<file path="config.mk">
export PLATFORM = sky130hd
export DESIGN_NAME = lpog_ctrl
export DESIGN_NICKNAME = d
export VERILOG_FILES = /design/src/lpog_pkg.sv /design/src/lpog_ctrl.sv
export SDC_FILE = /design/constraint.sdc
export NUM_CORES = 1
export LEC_CHECK = 0
export BUFFER_PORTS_ARGS = -buffer_cell sky130_fd_sc_hd__buf_2
export CAP_MARGIN = 15
export CORE_UTILIZATION = 30
export DETAILED_ROUTE_END_ITERATION = 7
export GPL_TIMING_DRIVEN = 1
export HOLD_SLACK_MARGIN = 0.02
export PLACE_DENSITY = 0.47
export REMOVE_ABC_BUFFERS = 1
export SLEW_MARGIN = 15
export SYNTH_ARGS = -nofsm -noshare
export SYNTH_HDL_FRONTEND = slang
export SYNTH_SLANG_ARGS = --single-unit
</file>
<file path="constraint.sdc">
create_clock -name core_clk -period 3.8 [get_ports core_clk]
set_clock_uncertainty 0.2 [all_clocks]
set_input_delay 0.19 -clock core_clk [delete_from_list [all_inputs] [get_ports core_clk]]
set_output_delay 0.19 -clock core_clk [all_outputs]
set_load 0.01 [all_outputs]
</file>
<file path="src/lpog_pkg.sv">
// constants, types and helpers of the low-power off switcher and gate control
// assumes one 100 MHz core clock and a 32 kHz timing clock arriving on a pin
//
// Behaviour
// standby for switcher modes is primary AND secondary standby pin
// each switcher has its own standby set point, used while standby holds
// at power-up standby settings equal normal ones, loaded from the strap
// reading a mode field returns the programmed four-bit value only
// a switcher kept on in low-power off runs at its standby set point
// such a switcher holds mode and voltage until the next startup event
// at its sequencer slot a switcher reloads as from off, without turning off
// memory hold: mode bit 0 gives off, 1 gives pulse frequency mode
// user off: mode bit 0 gives off, 1 gives pulse frequency mode
// after turn-on, held switchers stay pulse frequency at standby until slot
// entering low-power off disables both gate drive outputs
// gate drives low in off, starts, user off, memory hold and power cut
// in watchdog, on and user-off-wait each gate follows its enable bit
// under software control enable 1 drives gate low, 0 drives it high
// both enable bits 1 under software control disables the charge pump
// host software closes gate switches by writing enables, in its own order
// standby entry waits 0 to 3 slow ticks; leaving standby is immediate
// gate and switcher outputs are registered on the 32 kHz tick
`default_nettype none
package lpog_pkg;
  // register byte offsets
  localparam logic [7:0] LPOG_CTRL_OFS = 8'h00;
  localparam logic [7:0] LPOG_STAT_OFS = 8'h04;
  localparam logic [7:0] LPOG_SWCFG_OFS = 8'h10;
  localparam logic [7:0] LPOG_SWEFF_OFS = 8'h20;
  // control register fields
  localparam int LPOG_CTRL_ENA_BIT = 0;
  localparam int LPOG_CTRL_ENB_BIT = 1;
  localparam int LPOG_CTRL_DLY_LSB = 2;
  localparam logic [1:0] LPOG_DLY_RESET = 2'h1;
  // axi responses
  localparam logic [1:0] LPOG_RESP_OKAY = 2'h0;
  localparam logic [1:0] LPOG_RESP_DECERR = 2'h3;
  // cycles waited after reset before the strap is trusted
  localparam logic [1:0] LPOG_INIT_CYCLES = 2'h3;
  // strap defaults: mode auto/auto and one set point per strap value
  localparam logic [3:0] LPOG_POWERUP_MODE_STRAP_MODE = 4'h8;
  localparam logic [3:0][4:0] LPOG_POWERUP_MODE_STRAP_SETPT = {5'h1C, 5'h18, 5'h10, 5'h0C};

  typedef enum logic [3:0] {
    PS_OFF, PS_COLD_START, PS_WARM_START, PS_WATCHDOG, PS_ON,
    PS_USEROFF_WAIT, PS_USEROFF, PS_MEMHOLD, PS_MEMHOLD_CUT
  } lpog_pstate_t;

  typedef enum logic [2:0] {BM_OFF, BM_PWM, BM_PWMPS, BM_PFM, BM_AUTO} lpog_bmode_t;

  // programmed per-switcher settings
  typedef struct packed {
    logic useroffMode;          // switcher_useroff_mode_bit
    logic memholdMode;          // switcher_memhold_mode_bit
    logic [4:0] standbySetpt;   // switcher_standby_setpoint
    logic [4:0] normalSetpt;
    logic [3:0] modeField;      // switcher_mode_field
  } lpog_swcfg_t;

  // effective switcher drive
  typedef struct packed {
    logic [4:0] setpt;
    lpog_bmode_t mode;
  } lpog_sweff_t;

  // mode field decode for normal (stby=0) and standby (stby=1)
  function automatic lpog_bmode_t lpog_decode(input logic [3:0] m, input logic stby);
    lpog_bmode_t nrm;
    lpog_bmode_t sby;
    nrm = BM_OFF;
    sby = BM_OFF;
    case (m)
      4'h1: nrm = BM_PWM;
      4'h2: nrm = BM_PWMPS;
      4'h3: nrm = BM_PFM;
      4'h4: nrm = BM_AUTO;
      4'h5: begin nrm = BM_PWM; sby = BM_PWM; end
      4'h6: begin nrm = BM_PWM; sby = BM_AUTO; end
      4'h8: begin nrm = BM_AUTO; sby = BM_AUTO; end
      4'h9: begin nrm = BM_PWM; sby = BM_PWMPS; end
      4'hA: begin nrm = BM_PWMPS; sby = BM_PWMPS; end
      4'hB: begin nrm = BM_PWMPS; sby = BM_AUTO; end
      4'hC: begin nrm = BM_AUTO; sby = BM_PFM; end
      4'hD: begin nrm = BM_PWM; sby = BM_PFM; end
      4'hE: begin nrm = BM_PWMPS; sby = BM_PFM; end
      4'hF: begin nrm = BM_PFM; sby = BM_PFM; end
      default: nrm = BM_OFF;
    endcase
    return stby ? sby : nrm;
  endfunction : lpog_decode

  // byte-lane merge of a write
  function automatic logic [31:0] lpog_merge(input logic [31:0] old, input logic [31:0] wd,
                                             input logic [3:0] strb);
    logic [31:0] r;
    r = old;
    for (int b = 0; b < 4; b++) begin
      if (strb[b]) r[8*b +: 8] = wd[8*b +: 8];
    end
    return r;
  endfunction : lpog_merge
endpackage : lpog_pkg
`default_nettype wire

</file>
<file path="src/lpog_ctrl.sv">
// low-power off switcher mode selection and power gate drive control
// assumes power state and sequencer slots come from logic on core_clk;
// standby pins, strap and 32 kHz clock are asynchronous pins
//
// Design decisions made here: the register offsets and the AXI4-Lite register port.
`default_nettype none
module lpog_ctrl
  import lpog_pkg::*;
#(
  parameter int NUM_SW = 4,
  parameter int STRAP_W = 2
) (
  input wire logic core_clk, // 100 MHz core clock
  input wire logic arst_n, // async reset, active low
  input wire logic clk32kPin, // 32 kHz timing clock pin
  input wire logic standbyPin, // primary standby, decoded polarity
  input wire logic secondary_standby_pin, // secondary standby, decoded polarity
  input wire logic [STRAP_W-1:0] powerup_mode_strap, // power-up strap pins
  input wire lpog_pstate_t powerState, // current power state
  input wire logic [NUM_SW-1:0] seqSlot, // one-cycle sequencer slot per switcher
  output logic gate_drive_out_a, // gate drive a, high closes switch
  output logic gate_drive_out_b, // gate drive b
  output logic chargePumpEn, // gate drive charge pump enable
  output lpog_sweff_t [NUM_SW-1:0] swDrive, // effective mode and set point
  input wire logic [7:0] s_axi_awaddr, // write address
  input wire logic s_axi_awvalid, // write address valid
  output logic s_axi_awready, // write address ready
  input wire logic [31:0] s_axi_wdata, // write data
  input wire logic [3:0] s_axi_wstrb, // write strobes
  input wire logic s_axi_wvalid, // write data valid
  output logic s_axi_wready, // write data ready
  output logic [1:0] s_axi_bresp, // write response
  output logic s_axi_bvalid, // write response valid
  input wire logic s_axi_bready, // write response ready
  input wire logic [7:0] s_axi_araddr, // read address
  input wire logic s_axi_arvalid, // read address valid
  output logic s_axi_arready, // read address ready
  output logic [31:0] s_axi_rdata, // read data
  output logic [1:0] s_axi_rresp, // read response
  output logic s_axi_rvalid, // read data valid
  input wire logic s_axi_rready // read data ready
);
  // pin synchronisers, first stage read only by second
  logic [2:0] s1_q, s1_d, s2_q, s2_d;
  logic clk32Dly_q;
  logic [STRAP_W-1:0] strap1_q, strap2_q;
  always_comb begin
    s1_d = {clk32kPin, standbyPin, secondary_standby_pin};
    s2_d = s1_q;
  end
  always_ff @(posedge core_clk or negedge arst_n) begin
    if (!arst_n) begin
      s1_q <= 3'h0;
      s2_q <= 3'h0;
      clk32Dly_q <= 1'b0;
      strap1_q <= '0;
      strap2_q <= '0;
    end else begin
      s1_q <= s1_d;
      s2_q <= s2_d;
      clk32Dly_q <= s2_q[2];
      strap1_q <= powerup_mode_strap;
      strap2_q <= strap1_q;
    end
  end
  logic tick;
  assign tick = s2_q[2] & ~clk32Dly_q; // rising edge of slow clock

  // state groups
  logic swCtl, lpoState;
  assign swCtl = (powerState == PS_WATCHDOG) || (powerState == PS_ON) ||
                 (powerState == PS_USEROFF_WAIT);
  assign lpoState = (powerState == PS_USEROFF) || (powerState == PS_MEMHOLD) ||
                    (powerState == PS_MEMHOLD_CUT);

  // standby entry delay
  logic stbyEff_q, stbyEff_d;
  logic [1:0] stbyCnt_q, stbyCnt_d;
  logic [1:0] dly_q, dly_d;
  logic stbyRaw;
  assign stbyRaw = s2_q[1] & s2_q[0] & (powerState == PS_ON);
  always_comb begin
    stbyEff_d = stbyEff_q;
    stbyCnt_d = stbyCnt_q;
    if (!stbyRaw) begin
      stbyEff_d = 1'b0;
      stbyCnt_d = 2'h0;
    end else if (!stbyEff_q) begin
      if (stbyCnt_q >= dly_q) begin
        stbyEff_d = 1'b1;
      end else if (tick) begin
        stbyCnt_d = stbyCnt_q + 2'h1;
      end
    end
  end
  always_ff @(posedge core_clk or negedge arst_n) begin
    if (!arst_n) begin
      stbyEff_q <= 1'b0;
      stbyCnt_q <= 2'h0;
    end else begin
      stbyEff_q <= stbyEff_d;
      stbyCnt_q <= stbyCnt_d;
    end
  end

  // register file and axi slave
  lpog_swcfg_t [NUM_SW-1:0] cfg_q, cfg_d;
  logic enA_q, enA_d, enB_q, enB_d;
  logic [1:0] initCnt_q, initCnt_d;
  logic awRdy_q, awRdy_d, wRdy_q, wRdy_d, bVal_q, bVal_d, arRdy_q, arRdy_d, rVal_q, rVal_d;
  logic awHeld_q, awHeld_d, wHeld_q, wHeld_d;
  logic [7:0] awAddr_q, awAddr_d;
  logic [31:0] wData_q, wData_d, rData_q, rData_d;
  logic [3:0] wStrb_q, wStrb_d;
  logic [1:0] bResp_q, bResp_d, rResp_q, rResp_d;
  logic [31:0] statWord;
  lpog_sweff_t [NUM_SW-1:0] eff_q, eff_d;
  logic gateA_q, gateA_d, gateB_q, gateB_d, cp_q, cp_d;
  assign statWord = {26'h0, stbyEff_q, cp_q, gateB_q, gateA_q, enB_q, enA_q};

  always_comb begin
    logic [31:0] ctrlWord;
    logic [31:0] nw;
    logic hit;
    ctrlWord = {28'h0, dly_q, enB_q, enA_q};
    nw = 32'h0;
    hit = 1'b0;
    cfg_d = cfg_q;
    enA_d = enA_q;
    enB_d = enB_q;
    dly_d = dly_q;
    initCnt_d = initCnt_q;
    awRdy_d = awRdy_q;
    wRdy_d = wRdy_q;
    bVal_d = bVal_q;
    arRdy_d = arRdy_q;
    rVal_d = rVal_q;
    awHeld_d = awHeld_q;
    wHeld_d = wHeld_q;
    awAddr_d = awAddr_q;
    wData_d = wData_q;
    wStrb_d = wStrb_q;
    bResp_d = bResp_q;
    rData_d = rData_q;
    rResp_d = rResp_q;
    if (initCnt_q != LPOG_INIT_CYCLES) begin
      // load normal and standby alike from the strap
      initCnt_d = initCnt_q + 2'h1;
      for (int i = 0; i < NUM_SW; i++) begin
        cfg_d[i].modeField = LPOG_POWERUP_MODE_STRAP_MODE;
        cfg_d[i].normalSetpt = LPOG_POWERUP_MODE_STRAP_SETPT[strap2_q];
        cfg_d[i].standbySetpt = LPOG_POWERUP_MODE_STRAP_SETPT[strap2_q];
        cfg_d[i].memholdMode = 1'b0;
        cfg_d[i].useroffMode = 1'b0;
      end
      if (initCnt_d == LPOG_INIT_CYCLES) begin
        awRdy_d = 1'b1;
        wRdy_d = 1'b1;
        arRdy_d = 1'b1;
      end
    end else begin
      if (s_axi_awvalid && awRdy_q) begin
        awAddr_d = s_axi_awaddr;
        awHeld_d = 1'b1;
        awRdy_d = 1'b0;
      end
      if (s_axi_wvalid && wRdy_q) begin
        wData_d = s_axi_wdata;
        wStrb_d = s_axi_wstrb;
        wHeld_d = 1'b1;
        wRdy_d = 1'b0;
      end
      if (awHeld_q && wHeld_q && !bVal_q) begin
        awHeld_d = 1'b0;
        wHeld_d = 1'b0;
        bVal_d = 1'b1;
        if (awAddr_q == LPOG_CTRL_OFS) begin
          nw = lpog_merge(ctrlWord, wData_q, wStrb_q);
          enA_d = nw[LPOG_CTRL_ENA_BIT];
          enB_d = nw[LPOG_CTRL_ENB_BIT];
          dly_d = nw[LPOG_CTRL_DLY_LSB +: 2];
          hit = 1'b1;
        end else if (awAddr_q == LPOG_STAT_OFS) begin
          hit = 1'b1; // read-only, write ignored
        end
        for (int i = 0; i < NUM_SW; i++) begin
          if (awAddr_q == LPOG_SWCFG_OFS + 8'(4 * i)) begin
            nw = lpog_merge({16'h0, cfg_q[i]}, wData_q, wStrb_q);
            cfg_d[i] = nw[15:0];
            hit = 1'b1;
          end else if (awAddr_q == LPOG_SWEFF_OFS + 8'(4 * i)) begin
            hit = 1'b1;
          end
        end
        bResp_d = hit ? LPOG_RESP_OKAY : LPOG_RESP_DECERR;
      end
      if (bVal_q && s_axi_bready) begin
        bVal_d = 1'b0;
        awRdy_d = 1'b1;
        wRdy_d = 1'b1;
      end
      if (s_axi_arvalid && arRdy_q) begin
        arRdy_d = 1'b0;
        rVal_d = 1'b1;
        rData_d = 32'h0;
        rResp_d = LPOG_RESP_DECERR;
        if (s_axi_araddr == LPOG_CTRL_OFS) begin
          rData_d = ctrlWord;
          rResp_d = LPOG_RESP_OKAY;
        end else if (s_axi_araddr == LPOG_STAT_OFS) begin
          rData_d = statWord;
          rResp_d = LPOG_RESP_OKAY;
        end
        for (int i = 0; i < NUM_SW; i++) begin
          if (s_axi_araddr == LPOG_SWCFG_OFS + 8'(4 * i)) begin
            rData_d = {16'h0, cfg_q[i]};
            rResp_d = LPOG_RESP_OKAY;
          end else if (s_axi_araddr == LPOG_SWEFF_OFS + 8'(4 * i)) begin
            rData_d = {24'h0, eff_q[i]};
            rResp_d = LPOG_RESP_OKAY;
          end
        end
      end
      if (rVal_q && s_axi_rready) begin
        rVal_d = 1'b0;
        arRdy_d = 1'b1;
      end
    end
  end
  always_ff @(posedge core_clk or negedge arst_n) begin
    if (!arst_n) begin
      cfg_q <= '0;
      enA_q <= 1'b0;
      enB_q <= 1'b0;
      dly_q <= LPOG_DLY_RESET;
      initCnt_q <= 2'h0;
      awRdy_q <= 1'b0;
      wRdy_q <= 1'b0;
      bVal_q <= 1'b0;
      arRdy_q <= 1'b0;
      rVal_q <= 1'b0;
      awHeld_q <= 1'b0;
      wHeld_q <= 1'b0;
      awAddr_q <= 8'h0;
      wData_q <= 32'h0;
      wStrb_q <= 4'h0;
      bResp_q <= LPOG_RESP_OKAY;
      rData_q <= 32'h0;
      rResp_q <= LPOG_RESP_OKAY;
    end else begin
      cfg_q <= cfg_d;
      enA_q <= enA_d;
      enB_q <= enB_d;
      dly_q <= dly_d;
      initCnt_q <= initCnt_d;
      awRdy_q <= awRdy_d;
      wRdy_q <= wRdy_d;
      bVal_q <= bVal_d;
      arRdy_q <= arRdy_d;
      rVal_q <= rVal_d;
      awHeld_q <= awHeld_d;
      wHeld_q <= wHeld_d;
      awAddr_q <= awAddr_d;
      wData_q <= wData_d;
      wStrb_q <= wStrb_d;
      bResp_q <= bResp_d;
      rData_q <= rData_d;
      rResp_q <= rResp_d;
    end
  end

  // per-switcher sequencing and effective drive
  logic [NUM_SW-1:0] hold_q, started_q;
  for (genvar g = 0; g < NUM_SW; g++) begin : gSw
    logic hold_d, started_d;
    logic [4:0] holdSet_q, holdSet_d;
    logic lpoBit;
    assign lpoBit = (powerState == PS_USEROFF) ? cfg_q[g].useroffMode
                                               : cfg_q[g].memholdMode;
    always_comb begin
      hold_d = hold_q[g];
      started_d = started_q[g];
      holdSet_d = holdSet_q;
      eff_d[g] = eff_q[g];
      if (lpoState) begin
        if (started_q[g] && lpoBit) begin
          hold_d = 1'b1;
          holdSet_d = cfg_q[g].standbySetpt;
        end
        started_d = 1'b0; // frozen until next startup R6
      end else if (seqSlot[g]) begin
        hold_d = 1'b0; // reload as from off, never forced off R7
        started_d = 1'b1;
      end else if (powerState == PS_OFF) begin
        hold_d = 1'b0;
        started_d = 1'b0;
      end
      if (tick) begin
        if (hold_q[g]) begin
          eff_d[g] = '{setpt: holdSet_q, mode: BM_PFM};
        end else if (!started_q[g]) begin
          eff_d[g] = '{setpt: cfg_q[g].normalSetpt, mode: BM_OFF};
        end else if (stbyEff_q) begin
          eff_d[g] = '{setpt: cfg_q[g].standbySetpt, mode: lpog_decode(cfg_q[g].modeField,
                                                                      1'b1)};
        end else begin
          eff_d[g] = '{setpt: cfg_q[g].normalSetpt, mode: lpog_decode(cfg_q[g].modeField,
                                                                     1'b0)};
        end
      end
    end
    always_ff @(posedge core_clk or negedge arst_n) begin
      if (!arst_n) begin
        hold_q[g] <= 1'b0;
        started_q[g] <= 1'b0;
        holdSet_q <= 5'h0;
        eff_q[g] <= '{setpt: 5'h0, mode: BM_OFF};
      end else begin
        hold_q[g] <= hold_d;
        started_q[g] <= started_d;
        holdSet_q <= holdSet_d;
        eff_q[g] <= eff_d[g];
      end
    end
  end

  // gate drives and charge pump, updated on the slow tick
  always_comb begin
    gateA_d = gateA_q;
    gateB_d = gateB_q;
    cp_d = cp_q;
    if (tick) begin
      gateA_d = swCtl & ~enA_q;
      gateB_d = swCtl & ~enB_q;
      cp_d = swCtl & ~(enA_q & enB_q);
    end
  end
  always_ff @(posedge core_clk or negedge arst_n) begin
    if (!arst_n) begin
      gateA_q <= 1'b0;
      gateB_q <= 1'b0;
      cp_q <= 1'b0;
    end else begin
      gateA_q <= gateA_d;
      gateB_q <= gateB_d;
      cp_q <= cp_d;
    end
  end

  assign gate_drive_out_a = gateA_q;
  assign gate_drive_out_b = gateB_q;
  assign chargePumpEn = cp_q;
  assign swDrive = eff_q;
  assign s_axi_awready = awRdy_q;
  assign s_axi_wready = wRdy_q;
  assign s_axi_bvalid = bVal_q;
  assign s_axi_bresp = bResp_q;
  assign s_axi_arready = arRdy_q;
  assign s_axi_rvalid = rVal_q;
  assign s_axi_rdata = rData_q;
  assign s_axi_rresp = rResp_q;
endmodule : lpog_ctrl
`default_nettype wire

</file>
# Yosys cells after proc, flatten, opt, wreduce, memory -nomap -nowiden
# Cells that the tools add are included.
# word_totals
ff_bits,216
in_bits,72
out_inout_bits,76
word_cells,384
# op_classes
addsub,2
n_lt_le_gt_ge,2
n_eq_ne,90
muxes,113
bitwise_logic,12
reduce_logical,94
# ops
operator,n
$mux W32,8
$eq A4 B4 Y1 const B,33
$mux W64,2
$mux W8,14
$pmux W3 S4,8
$eq A4 B3 Y1 const B,16
$eq A8 B5 Y1 const B,8
$eq A8 B6 Y1 const B,8
$mux W16,4
$mux W1,58
$reduce_and A2 Y1,19
$eq A4 B2 Y1 const B,9
$reduce_or A4 Y1,8
$mux W2,15
$reduce_and A3 Y1,9
$reduce_or A3 Y1,8
$reduce_bool A2 Y1,11
$reduce_bool A3 Y1,7
$reduce_or A5 Y1,4
$eq A4 B1 Y1 const B,4
$eq A8 B3 Y1 const B,2
$logic_not A8 Y1,2
$reduce_or A2 Y1,8
$mux W6,2
other kinds (15),46

# Logic depth before layout (Yosys ltp)
# Gate-level depths: netlist of the first run.
# logic_depth
ltp_word,14
ltp_mapped,7

# Worst setup path after synthesis of the first run
# No wires, ideal clock.
# synth_path
kind,reg-to-reg
start,register awAddr_q[1]
end,register cfg_q[11] (netlist name)
setup_time_ns,0.139
arrival_time_ns,2.169
t_required_ns,3.461
path_slack_ns,1.292
path_stages_with_launch,7
n_path_buf,1
period_less_slack_ns,2.508
path_cell_list,dfrtp_1 or4_4 or3_1 buf_6 nor4_4 mux2i_1 a21oi_1
# synth_via
elab_chain_cells,3
# synth_rtl
element,line_no,rtl
from (decl),lpog_ctrl.sv:112,"logic [7:0] awAddr_q, awAddr_d;"
from (signal assigned),lpog_ctrl.sv:263,awAddr_q <= awAddr_d;
$eq A8 B5 Y1,lpog_ctrl.sv:187,if (awAddr_q == LPOG_SWCFG_OFS + 8'(4 * i)) begin
$reduce_bool A2 Y1 (no line),--,
$reduce_and A3 Y1 (no line),--,
to (signal assigned),lpog_ctrl.sv:251,cfg_q <= cfg_d;
to (decl),lpog_ctrl.sv:107,"lpog_swcfg_t [NUM_SW-1:0] cfg_q, cfg_d;"
# No other way between the ends.
# A chain may end at the register's enable or synchronous reset.

# Worst setup path after layout of the first run
# layout_path
start,register awAddr_q[1]
end,register enA_q
# layout_via
elab_chain_cells,2
# layout_rtl
element,line_no,rtl
$logic_not A8 Y1,lpog_ctrl.sv:177,if (awAddr_q == LPOG_CTRL_OFS) begin
$reduce_and A4 Y1 (no line),--,
to (signal assigned),lpog_ctrl.sv:252,enA_q <= enA_d;
to (decl),lpog_ctrl.sv:108,"logic enA_q, enA_d, enB_q, enB_d;"
# No other way between the ends.

==> reports/qor.csv, run 1 <==
stage,metric,value,unit
placement,dpl ws,1010,ps
clock_network,H-tree Lvls,4,
final_layout,most frequent cells in the layout,"197 x dfrtp_1, 112 x buf_2, 103 x nand2_1, 96 x a21oi_1, 87 x o21ai_0",
clock_network,Clock Pin Slew Worst Setup and Hold Paths,80,ps
final_layout,Layout Nets,1216,
setup_path,CP required,3940,ps
setup_path,CP top delay family,simple AND/OR/NAND/NOR gates,
setup_path,Worst EP arrival,2890,ps
detailed_routing,drt wl/cell,19.8,um
detailed_routing,via count,8090,
run_status,status,finished clean,
placement,RD Place Congestion,0.846,
clock_network,Clock Sinks,198,
floorplan,die width,185,um
placement,"Cell Area, Placed",11000,um^2
setup_path,Worst setup SP type,flip-flop,
placement,HPWL Detailed,22400,um
timing,Final period util,0.723,
timing,Final Hold Vio Count,0,
power,peak supply drop,0.325,mV
detailed_routing,DR iter-0 viols,598,
yosys,Synth Instances,1012,
timing,"Slew Viols, Final",0,
setup_path,Critical Path Sink Type,flip-flop,
detailed_routing,First-pass DRT Iterations,5,
placement,IO buf count,113,
clock_network,number of buffers created by CTS,17,
yosys,Yosys reg bits,198,
global_route,initial antenna violation count,0,
timing,Fmax achieved,364,MHz
final_layout,"commonest non-fill, non-tap cell in the layout",dfrtp_1,
yosys,Post-Synthesis Cell Area,10000,um^2
final_layout,Final Util,0.368,
detailed_routing,post-route ant nets,0,
flow_run,max_cap viols,0,
final_layout,Antenna diodes,0,
global_route,remaining global-route overflow,0,
setup_path,crit path kind,flip-flop to flip-flop,
timing,Final Setup Violations,0,
yosys,predominant post-synthesis flop cell,dfrtp_1,
setup_path,CP Cell Sequence,or4_4 > or3_1 > nor4b_2 > mux2_2,
timing,RSZ-0062 raised after global routing,false,
power,pwr dens,482,nW/um^2
clock_network,CTS Root Cell,clkbuf_16,
min_path,Hold Path Class,input port to flip-flop,
final_layout,Final Cell Area,12000,um^2
yosys,async set-reset flop share out of synthesis,1.00,
yosys,Synth top area share,0.493,
yosys,synth warn,0,
timing,PnR worst setup slack,1050,ps
yosys,synth unique cells,66,
final_layout,ratio of cells with drive above 1 in the final layout,0.206,
yosys,Avg Inst Size Synth,9.88,um^2
final_layout,Syn-to-layout area delta,20.2,%
floorplan,core area,32700,um^2
floorplan,die height,185,um
timing,Period minus WS final,2750,ps
power,Leak,5.37,nW
setup_path,slowest CP cell,nor4b_2,
power,Tot Pwr,0.00580,W
setup_path,Worst Path Buf+Inv,0,
global_route,largest net degree at the start of global routing,95,
yosys,Yosys top cell by area,dfrtp_1,
setup_path,crit-path max cell delay,630,ps
timing,WHS,60.8,ps
yosys,Post-synth EDFFs,0,
detailed_routing,number of remaining DRC errors,0,
detailed_routing,Routed WL,31600,um
yosys,sequential share of the synthesized area,0.496,
clock_network,CTS tree,done,
yosys,top post-synthesis cells by area,"dfrtp_1 49%, mux2_2 5.7%, a21oi_1 4.8%, mux2i_1 4.8%, o21ai_0 4.4%",
clock_network,clk_lat worst skew,450,ps
final_layout,# fillers,3366,
floorplan,die area,34100,um^2
global_route,global-route wire length before repair,48700,um
global_route,vias in the first global route,7741,
floorplan,io pins,148,
clock_network,Post-CTS Setup Inserts,0,
clock_network,PostCTS Resize Cnt,0,
timing,slew at the pin closest to its max-slew limit,847,ps
global_route,global router's overall resource usage,0.194,
clock_network,Max Buffers Root-to-Sink,2,
timing,Worst slew margin,0.434,
floorplan,Cell Rows,66,
detailed_routing,vias per inst,5.08,
floorplan,Initial Utilization,0.306,
setup_path,crit-path max FO,6,
[timing repair]
item	4_1_cts	5_1_grt
endpoints found under the setup margin	0	0
hold buffers	50	0
endpoints found under the hold margin	145	0
[power by group]
group	internal [W]	switching [W]
Combinational	0.000521	0.000552
Sequential	0.00245	0.000462
Clock	0.000922	0.000891
Total	0.00389	0.00191
[logic make-up (layout without fill, tap and decap cells)]
family / Yosys count / count (layout) / share of synthesized area
mux: 107 / 107 / 0.123
compound gates: 272 / 272 / 0.163
xor+xnor: 4 / 4 / 0.00350
simple gates: 305 / 305 / 0.154
fa+ha+maj: 6 / 6 / 0.00751
other cells: 1 / 16 / 0.000375
buf+inv: 119 / 243 / 0.0523
flops: 198 / 198 / 0.496
[worst min-delay path, cell delays in order]
cell and delay, ps:
buf_2 170, nor2_1 150, nand3_1 110, a21oi_1 60
[worst paths after layout]
check,from,end,slack (ps),cells after the start
max,awAddr_q[1],enA_q,1050,4
min,s_axi_araddr[6],s_axi_rdata[7],60,4
max reg2reg,awAddr_q[1],enA_q,1050,4
min reg2reg,s1_q[1],s2_q[1],150,0
max in group asynchronous,arst_n,dly_q[0],2350,3
min in group asynchronous,arst_n,swDrive[17],170,2
[synth_stat cells, drive strengths merged, types with 4 or more instances]
master    n
nand3b    8
o21ai    87
and3      5
clkbuf   63
o22a      4
mux2i    48
nor2b    28
nor2     48
a22o     11
nor3     13
o211ai    5
o32ai     4
buf      28
nand3    50
ha        6
a221oi    4
nor4b     5
mux2     51
nand4     7
o22ai     8
dfrtp   197
nand2   103
nand2b   13
a31oi     7
or3       5
inv      28
a21oi    96
mux4      8
o21a      4
a22oi    15
[routing by layer]
| layer | track usage | vias up | part of all wire |
|---|---|---|---|
| li1 | - | 3840 | - |
| met2 | 0.294 | 226 | 0.45 |
| met3 | 0.0332 | 27 | 0.043 |
| met4 | 0.0510 | 0 | 0.015 |
| met1 | 0.282 | 3997 | 0.49 |
| met5 | 0 | - | 0 |
[sequential cells by signal (all words and copies together) (netlist names), 3 cells and up]
register / count
cfg_q: 64
swDrive: 32
gSw.holdSet_q: 20
s_axi_rdata: 16
wData_q: 16
awAddr_q: 8
hold_q: 4
started_q: 4
s1_q: 3
s2_q: 3
[per-stage QoR]
step	instances	setup TNS (ps)
6_report	1593	0
5_1_grt	1593	0
4_1_cts	1593	0
3_5_place_dp	1511	0
3_3_place_gp	1511	0
2_1_floorplan	936	-1060
[layout make-up]
type	count	area [um^2]	area share
flip-flops and latches	198	4960	0.412
multi-input cells	710	4590	0.382
repair buffers	183	1250	0.104
well taps	442	553	0.0460
clock buffers	17	425	0.0354
clock inverters	15	144	0.0120
inverters	28	105	0.00874
No activity file was read; power rests on OpenSTA's default activity.
==> run 2: changes to the inputs <==
- PLACE_DENSITY: 0.47 -> 0.49
- clock period: 3.8 -> 2.44 ns (I/O delays scaled with it)
==> reports/qor.csv, run 2 (synthesis gave the netlist of run 1 again) <==
stage,metric,value,unit
run_status,status,"complete, but fails checks",
run_status,failing checks,setup timing,
final_layout,Final Util,0.379,
flow_run,max_cap viols,0,
setup_path,cells on worst reg2reg path,7,
global_route,M3 GR Usage,0.0257,
clock_network,number of buffers created by CTS,17,
final_layout,"commonest non-fill, non-tap cell in the layout",dfrtp_1,
setup_path,Worst setup SP type,input port,
timing,slew at the pin closest to its max-slew limit,720,ps
timing,"Slew Viols, Final",0,
global_route,initial antenna violation count,0,
detailed_routing,via count,8281,
global_route,vias in the first global route,7850,
timing,Final Setup Violations,1,
final_layout,most flop-heavy register,cfg_q,
power,pwr dens,735,nW/um^2
setup_path,crit path kind,input port to flip-flop,
global_route,routing usage on met2,0.296,
global_route,"Most Used Layer, Global Route",met2,
floorplan,core area,32700,um^2
global_route,global-route wire length before repair,49100,um
final_layout,Layout Nets,1256,
placement,dpl ws,-121,ps
timing,Final period util,1.01,
detailed_routing,Routed WL,32300,um
power,Tot Pwr,0.00911,W
floorplan,Cell Rows,66,
clock_network,Max Buffers Root-to-Sink,2,
timing,Final Hold Vio Count,0,
power,peak supply drop,0.483,mV
global_route,remaining global-route overflow,0,
detailed_routing,post-route ant nets,0,
clock_network,clk_lat worst skew,440,ps
setup_path,crit-path max FO,7,
timing,RSZ-0062 raised after global routing,true,
setup_path,Worst EP arrival,2570,ps
timing,Setup TNS Final,-12.5,ps
clock_network,H-tree Lvls,4,
setup_path,CP required,2560,ps
detailed_routing,number of remaining DRC errors,0,
global_route,global router's overall resource usage,0.195,
final_layout,Syn-to-layout area delta,24.0,%
global_route,largest net degree at the start of global routing,62,
setup_path,Critical Path Sink Type,flip-flop,
clock_network,CTS Root Cell,clkbuf_16,
timing,PnR worst setup slack,-12.5,ps
final_layout,ratio of cells with drive above 1 in the final layout,0.233,
placement,IO buf count,113,
placement,RD Place Congestion,0.865,
placement,HPWL Detailed,23600,um
final_layout,max reg flops,64,
floorplan,die height,185,um
final_layout,Antenna diodes,0,
power,Leak,5.58,nW
floorplan,io pins,148,
clock_network,Clock Pin Slew Worst Setup and Hold Paths,70,ps
clock_network,CTS tree,done,
timing,Fmax achieved,408,MHz
min_path,Hold Path Class,input port to asynchronous set/reset pin,
floorplan,die area,34100,um^2
detailed_routing,vias per inst,5.07,
floorplan,die width,185,um
timing,Period minus WS final,2450,ps
global_route,met1 capacity usage during global routing,0.288,
clock_network,Clock Sinks,198,
detailed_routing,First-pass DRT Iterations,5,
detailed_routing,DR iter-0 viols,630,
final_layout,# fillers,3346,
timing,Worst slew margin,0.507,
placement,"Cell Area, Placed",11200,um^2
final_layout,Final Cell Area,12400,um^2
detailed_routing,drt wl/cell,19.8,um
final_layout,most frequent cells in the layout,"197 x dfrtp_1, 112 x buf_2, 103 x nand2_1, 95 x a21oi_1, 87 x o21ai_0",
floorplan,Initial Utilization,0.306,
## run 2: report_power, final
group          internal (W)  switching (W)  leakage [nW]  total [W]
clock               0.00144        0.00133         0.270    0.00277
combinational      0.000866       0.000922          2.81    0.00179
sequential          0.00381       0.000740          2.50    0.00455
## run 2: worst max-delay path, stage by stage
cell and delay [ps]:
dlygate4sd3_1 540, buf_2 170, nor4b_4 290, buf_4 240
mux2_2 380, o2111a_1 270, o32ai_1 420, a21oi_1 120
## run 2: area by class of cell
cell class / count / area, um^2 / share of cell area
clock buffers: 24 / 492 / 0.0397
flip-flops and latches: 198 / 4960 / 0.400
inverters: 28 / 105 / 0.00848
repair buffers: 223 / 1590 / 0.128
clock inverters: 8 / 66.3 / 0.00535
multi-input cells: 710 / 4630 / 0.374
well taps: 442 / 553 / 0.0446
## run 2: path summary, 6_finish.rpt
kind / to / slack, ps / startpoint
worst max-delay path: s_axi_rdata[7] / -10 / s_axi_araddr[6]
worst max register to register: cfg_q[30] / 0 / awAddr_q[0]
worst min register to register: strap2_q[0] / 150 / strap1_q[0]
max in group asynchronous: gSw[1].holdSet_q[0] / 1190 / arst_n
worst min-delay path: swDrive[18] / 30 / arst_n
min in group core_clk: s_axi_rresp[0] / 100 / s_axi_araddr[3]
## run 2: per-layer routing
metal / part of all wire / wire length, um / vias up
met4: 0.014 / 455 / 0
met5: 0 / 0 / -
met1: 0.50 / 16000 / 4100
li1: - / - / 3924
met3: 0.043 / 1400 / 24
met2: 0.45 / 14400 / 233
## run 2: what timing repair did
action	CTS	global route
gates resized for setup	5	5
hold endpoints to repair	223	0
pin swaps	4	3
hold buffers	53	0
endpoints found under the setup margin	25	32
buffers inserted	0	2
## run 2: per-stage QoR
stage                     instances  hold WS, ps
after floorplan                 936         -374
after global placement         1546        -39.4
after detailed placement       1546        -45.4
after CTS                      1631         56.4
after global routing           1633         90.6
final                          1633         27.2
==> run 3: changes to the inputs <==
--- a/config.mk
+++ b/config.mk
@@ -9,2 +9,3 @@
 export CAP_MARGIN = 15
+export CORE_MARGIN = 2
 export CORE_UTILIZATION = 30
==> constraint.sdc (replaced) <==
create_clock -name core_clk -period 2.44 [get_ports core_clk]
set_clock_uncertainty 0.2 [all_clocks]
set_input_delay 0.244 -clock core_clk [delete_from_list [all_inputs] [get_ports core_clk]]
set_output_delay 0.244 -clock core_clk [all_outputs]
set_load 0.01 [all_outputs]
==> reports/qor.csv, run 3 (synthesis gave the netlist of run 1 again) <==
stage,metric,value,unit
final_layout,Layout Nets,1250,
placement,"Cell Area, Placed",11300,um^2
timing,slew at the pin closest to its max-slew limit,675,ps
run_status,status,finished clean,
power,clock power share,0.318,
detailed_routing,drt wl/cell,19.8,um
floorplan,io pins,148,
detailed_routing,number of remaining DRC errors,0,
timing,RSZ-0062 raised after global routing,true,
timing,Final Hold Vio Count,0,
final_layout,most frequent cells in the layout,"197 x dfrtp_1, 112 x buf_2, 103 x nand2_1, 96 x a21oi_1, 87 x o21ai_0",
min_path,Hold Path Class,input port to flip-flop,
setup_path,Worst R2R Setup Slack,40,ps
timing,Worst slew margin,0.538,
global_route,global-route wire length before repair,49200,um
final_layout,"commonest non-fill, non-tap cell in the layout",dfrtp_1,
floorplan,die height,187,um
timing,Final Setup Violations,0,
power,combinational share of power,0.192,
floorplan,Initial Utilization,0.306,
floorplan,Cell Rows,66,
detailed_routing,via count,8225,
placement,RD Place Congestion,0.856,
detailed_routing,vias per inst,5.06,
clock_network,Max Buffers Root-to-Sink,2,
placement,IO buf count,113,
placement,placed cells,1548,
detailed_routing,First-pass DRT Iterations,5,
setup_path,CP required,2620,ps
floorplan,die width,187,um
power,Sequential Power Share,0.490,
clock_network,H-tree Lvls,4,
detailed_routing,post-route ant nets,0,
flow_run,max_cap viols,0,
timing,Period minus WS final,2400,ps
final_layout,most flop-heavy register,cfg_q,
power,Leak,5.58,nW
global_route,largest net degree at the start of global routing,61,
setup_path,R2R Path End,cfg_q[6],
setup_path,cells on worst reg2reg path,7,
setup_path,crit path kind,flip-flop to flip-flop,
setup_path,CP endpoint,cfg_q[6],
timing,Fmax achieved,416,MHz
global_route,global router's overall resource usage,0.185,
global_route,remaining global-route overflow,0,
setup_path,Worst setup SP type,flip-flop,
floorplan,core area,32700,um^2
final_layout,Antenna diodes,0,
clock_network,Clock Pin Slew Worst Setup and Hold Paths,80,ps
power,peak supply drop,0.527,mV
floorplan,die area,34800,um^2
timing,"Slew Viols, Final",0,
detailed_routing,DR iter-0 viols,627,
timing,Final period util,0.985,
final_layout,ratio of cells with drive above 1 in the final layout,0.234,
clock_network,number of buffers created by CTS,17,
final_layout,Finished Layout Cells,1627,
placement,HPWL Detailed,23500,um
clock_network,Clock Sinks,198,
power,switch share,0.326,
clock_network,CTS tree,done,
global_route,initial antenna violation count,0,
final_layout,max reg flops,64,
timing,PnR worst setup slack,36.0,ps
final_layout,Final Cell Area,12400,um^2
clock_network,CTS Root Cell,clkbuf_16,
clock_network,clk_lat worst skew,450,ps
global_route,vias in the first global route,7971,
setup_path,worst setup path start,awAddr_q[1],
power,Tot Pwr,0.00924,W
final_layout,Syn-to-layout area delta,23.7,%
detailed_routing,Routed WL,32200,um
setup_path,Critical Path Sink Type,flip-flop,
placement,dpl ws,-107,ps
power,P_int,0.00622,W
setup_path,Worst EP arrival,2580,ps
power,Psw,0.00302,W
setup_path,r2r startpoint,awAddr_q[1],
power,pwr dens,747,nW/um^2
setup_path,crit-path max FO,8,
[run 3: timing repair]
item / in CTS / in global routing
buffers inserted: 1 / 1
pin swaps: 3 / 3
cloned: 0 / 1
resized for setup: 3 / 4
hold buffers: 44 / 0
setup endpoints to repair: 20 / 31
endpoints found under the hold margin: 248 / 0
[run 3: layout make-up]
cell class / instances / area, um^2
tap: 442 / 553
clock buffer: 18 / 429
sequential: 198 / 4960
multi-input combinational: 710 / 4620
fill: 3318 / 20300
inverter: 28 / 105
timing repair buffer: 217 / 1550
clock inverter: 14 / 165
[run 3: stage by stage]
step | setup TNS, ps | hold slack, ps | util
5_1_grt | -137 | 62.6 | 0.378
3_3_place_gp | -484 | 33.9 | 0.345
4_1_cts | -9.23 | 21.0 | 0.377
2_1_floorplan | -81020 | -252 | -
6_report | 0 | 23.0 | 0.378
3_5_place_dp | -742 | 36.9 | 0.345
[run 3: critical path: stages, from the launching register on]
cell and delay, ps:
dfrtp_1 380, or4_4 530, or3_4 400, buf_4 160
o31ai_4 230, clkbuf_4 270, nor2_1 60, a21oi_1 100
[run 3: how the worst min path moves through the flow]
stage | start | to | slack [ps] | cells after the start
final | powerState[1] | stbyCnt_q[0] | 20 | 4
after global routing | powerState[1] | stbyCnt_q[0] | 60 | 4
after CTS | powerState[1] | stbyCnt_q[0] | 20 | 4
after detailed placement | arst_n | swDrive[17] | 40 | 1
after global placement | arst_n | swDrive[16] | 30 | 1
after floorplan | arst_n | awAddr_q[0] | -250 | 0
[run 3: power groups by stage]
stage	registers [W]	logic (W)	clock network (W)
floorplan	0.00438	0.000969	0
global placement	0.00458	0.00168	0
detailed placement	0.00460	0.00171	0
CTS	0.00453	0.00177	0.00299
global route	0.00462	0.00198	0.00314
finish	0.00453	0.00177	0.00294
[run 3: routing by layer]
metal / GRT usage / up-vias / wire, um
met5: 0 / - / 0
met4: 0.0430 / 0 / 464
met3: 0.0361 / 30 / 1670
met2: 0.280 / 242 / 14300
met1: 0.272 / 4033 / 15800
li1: - / 3920 / -
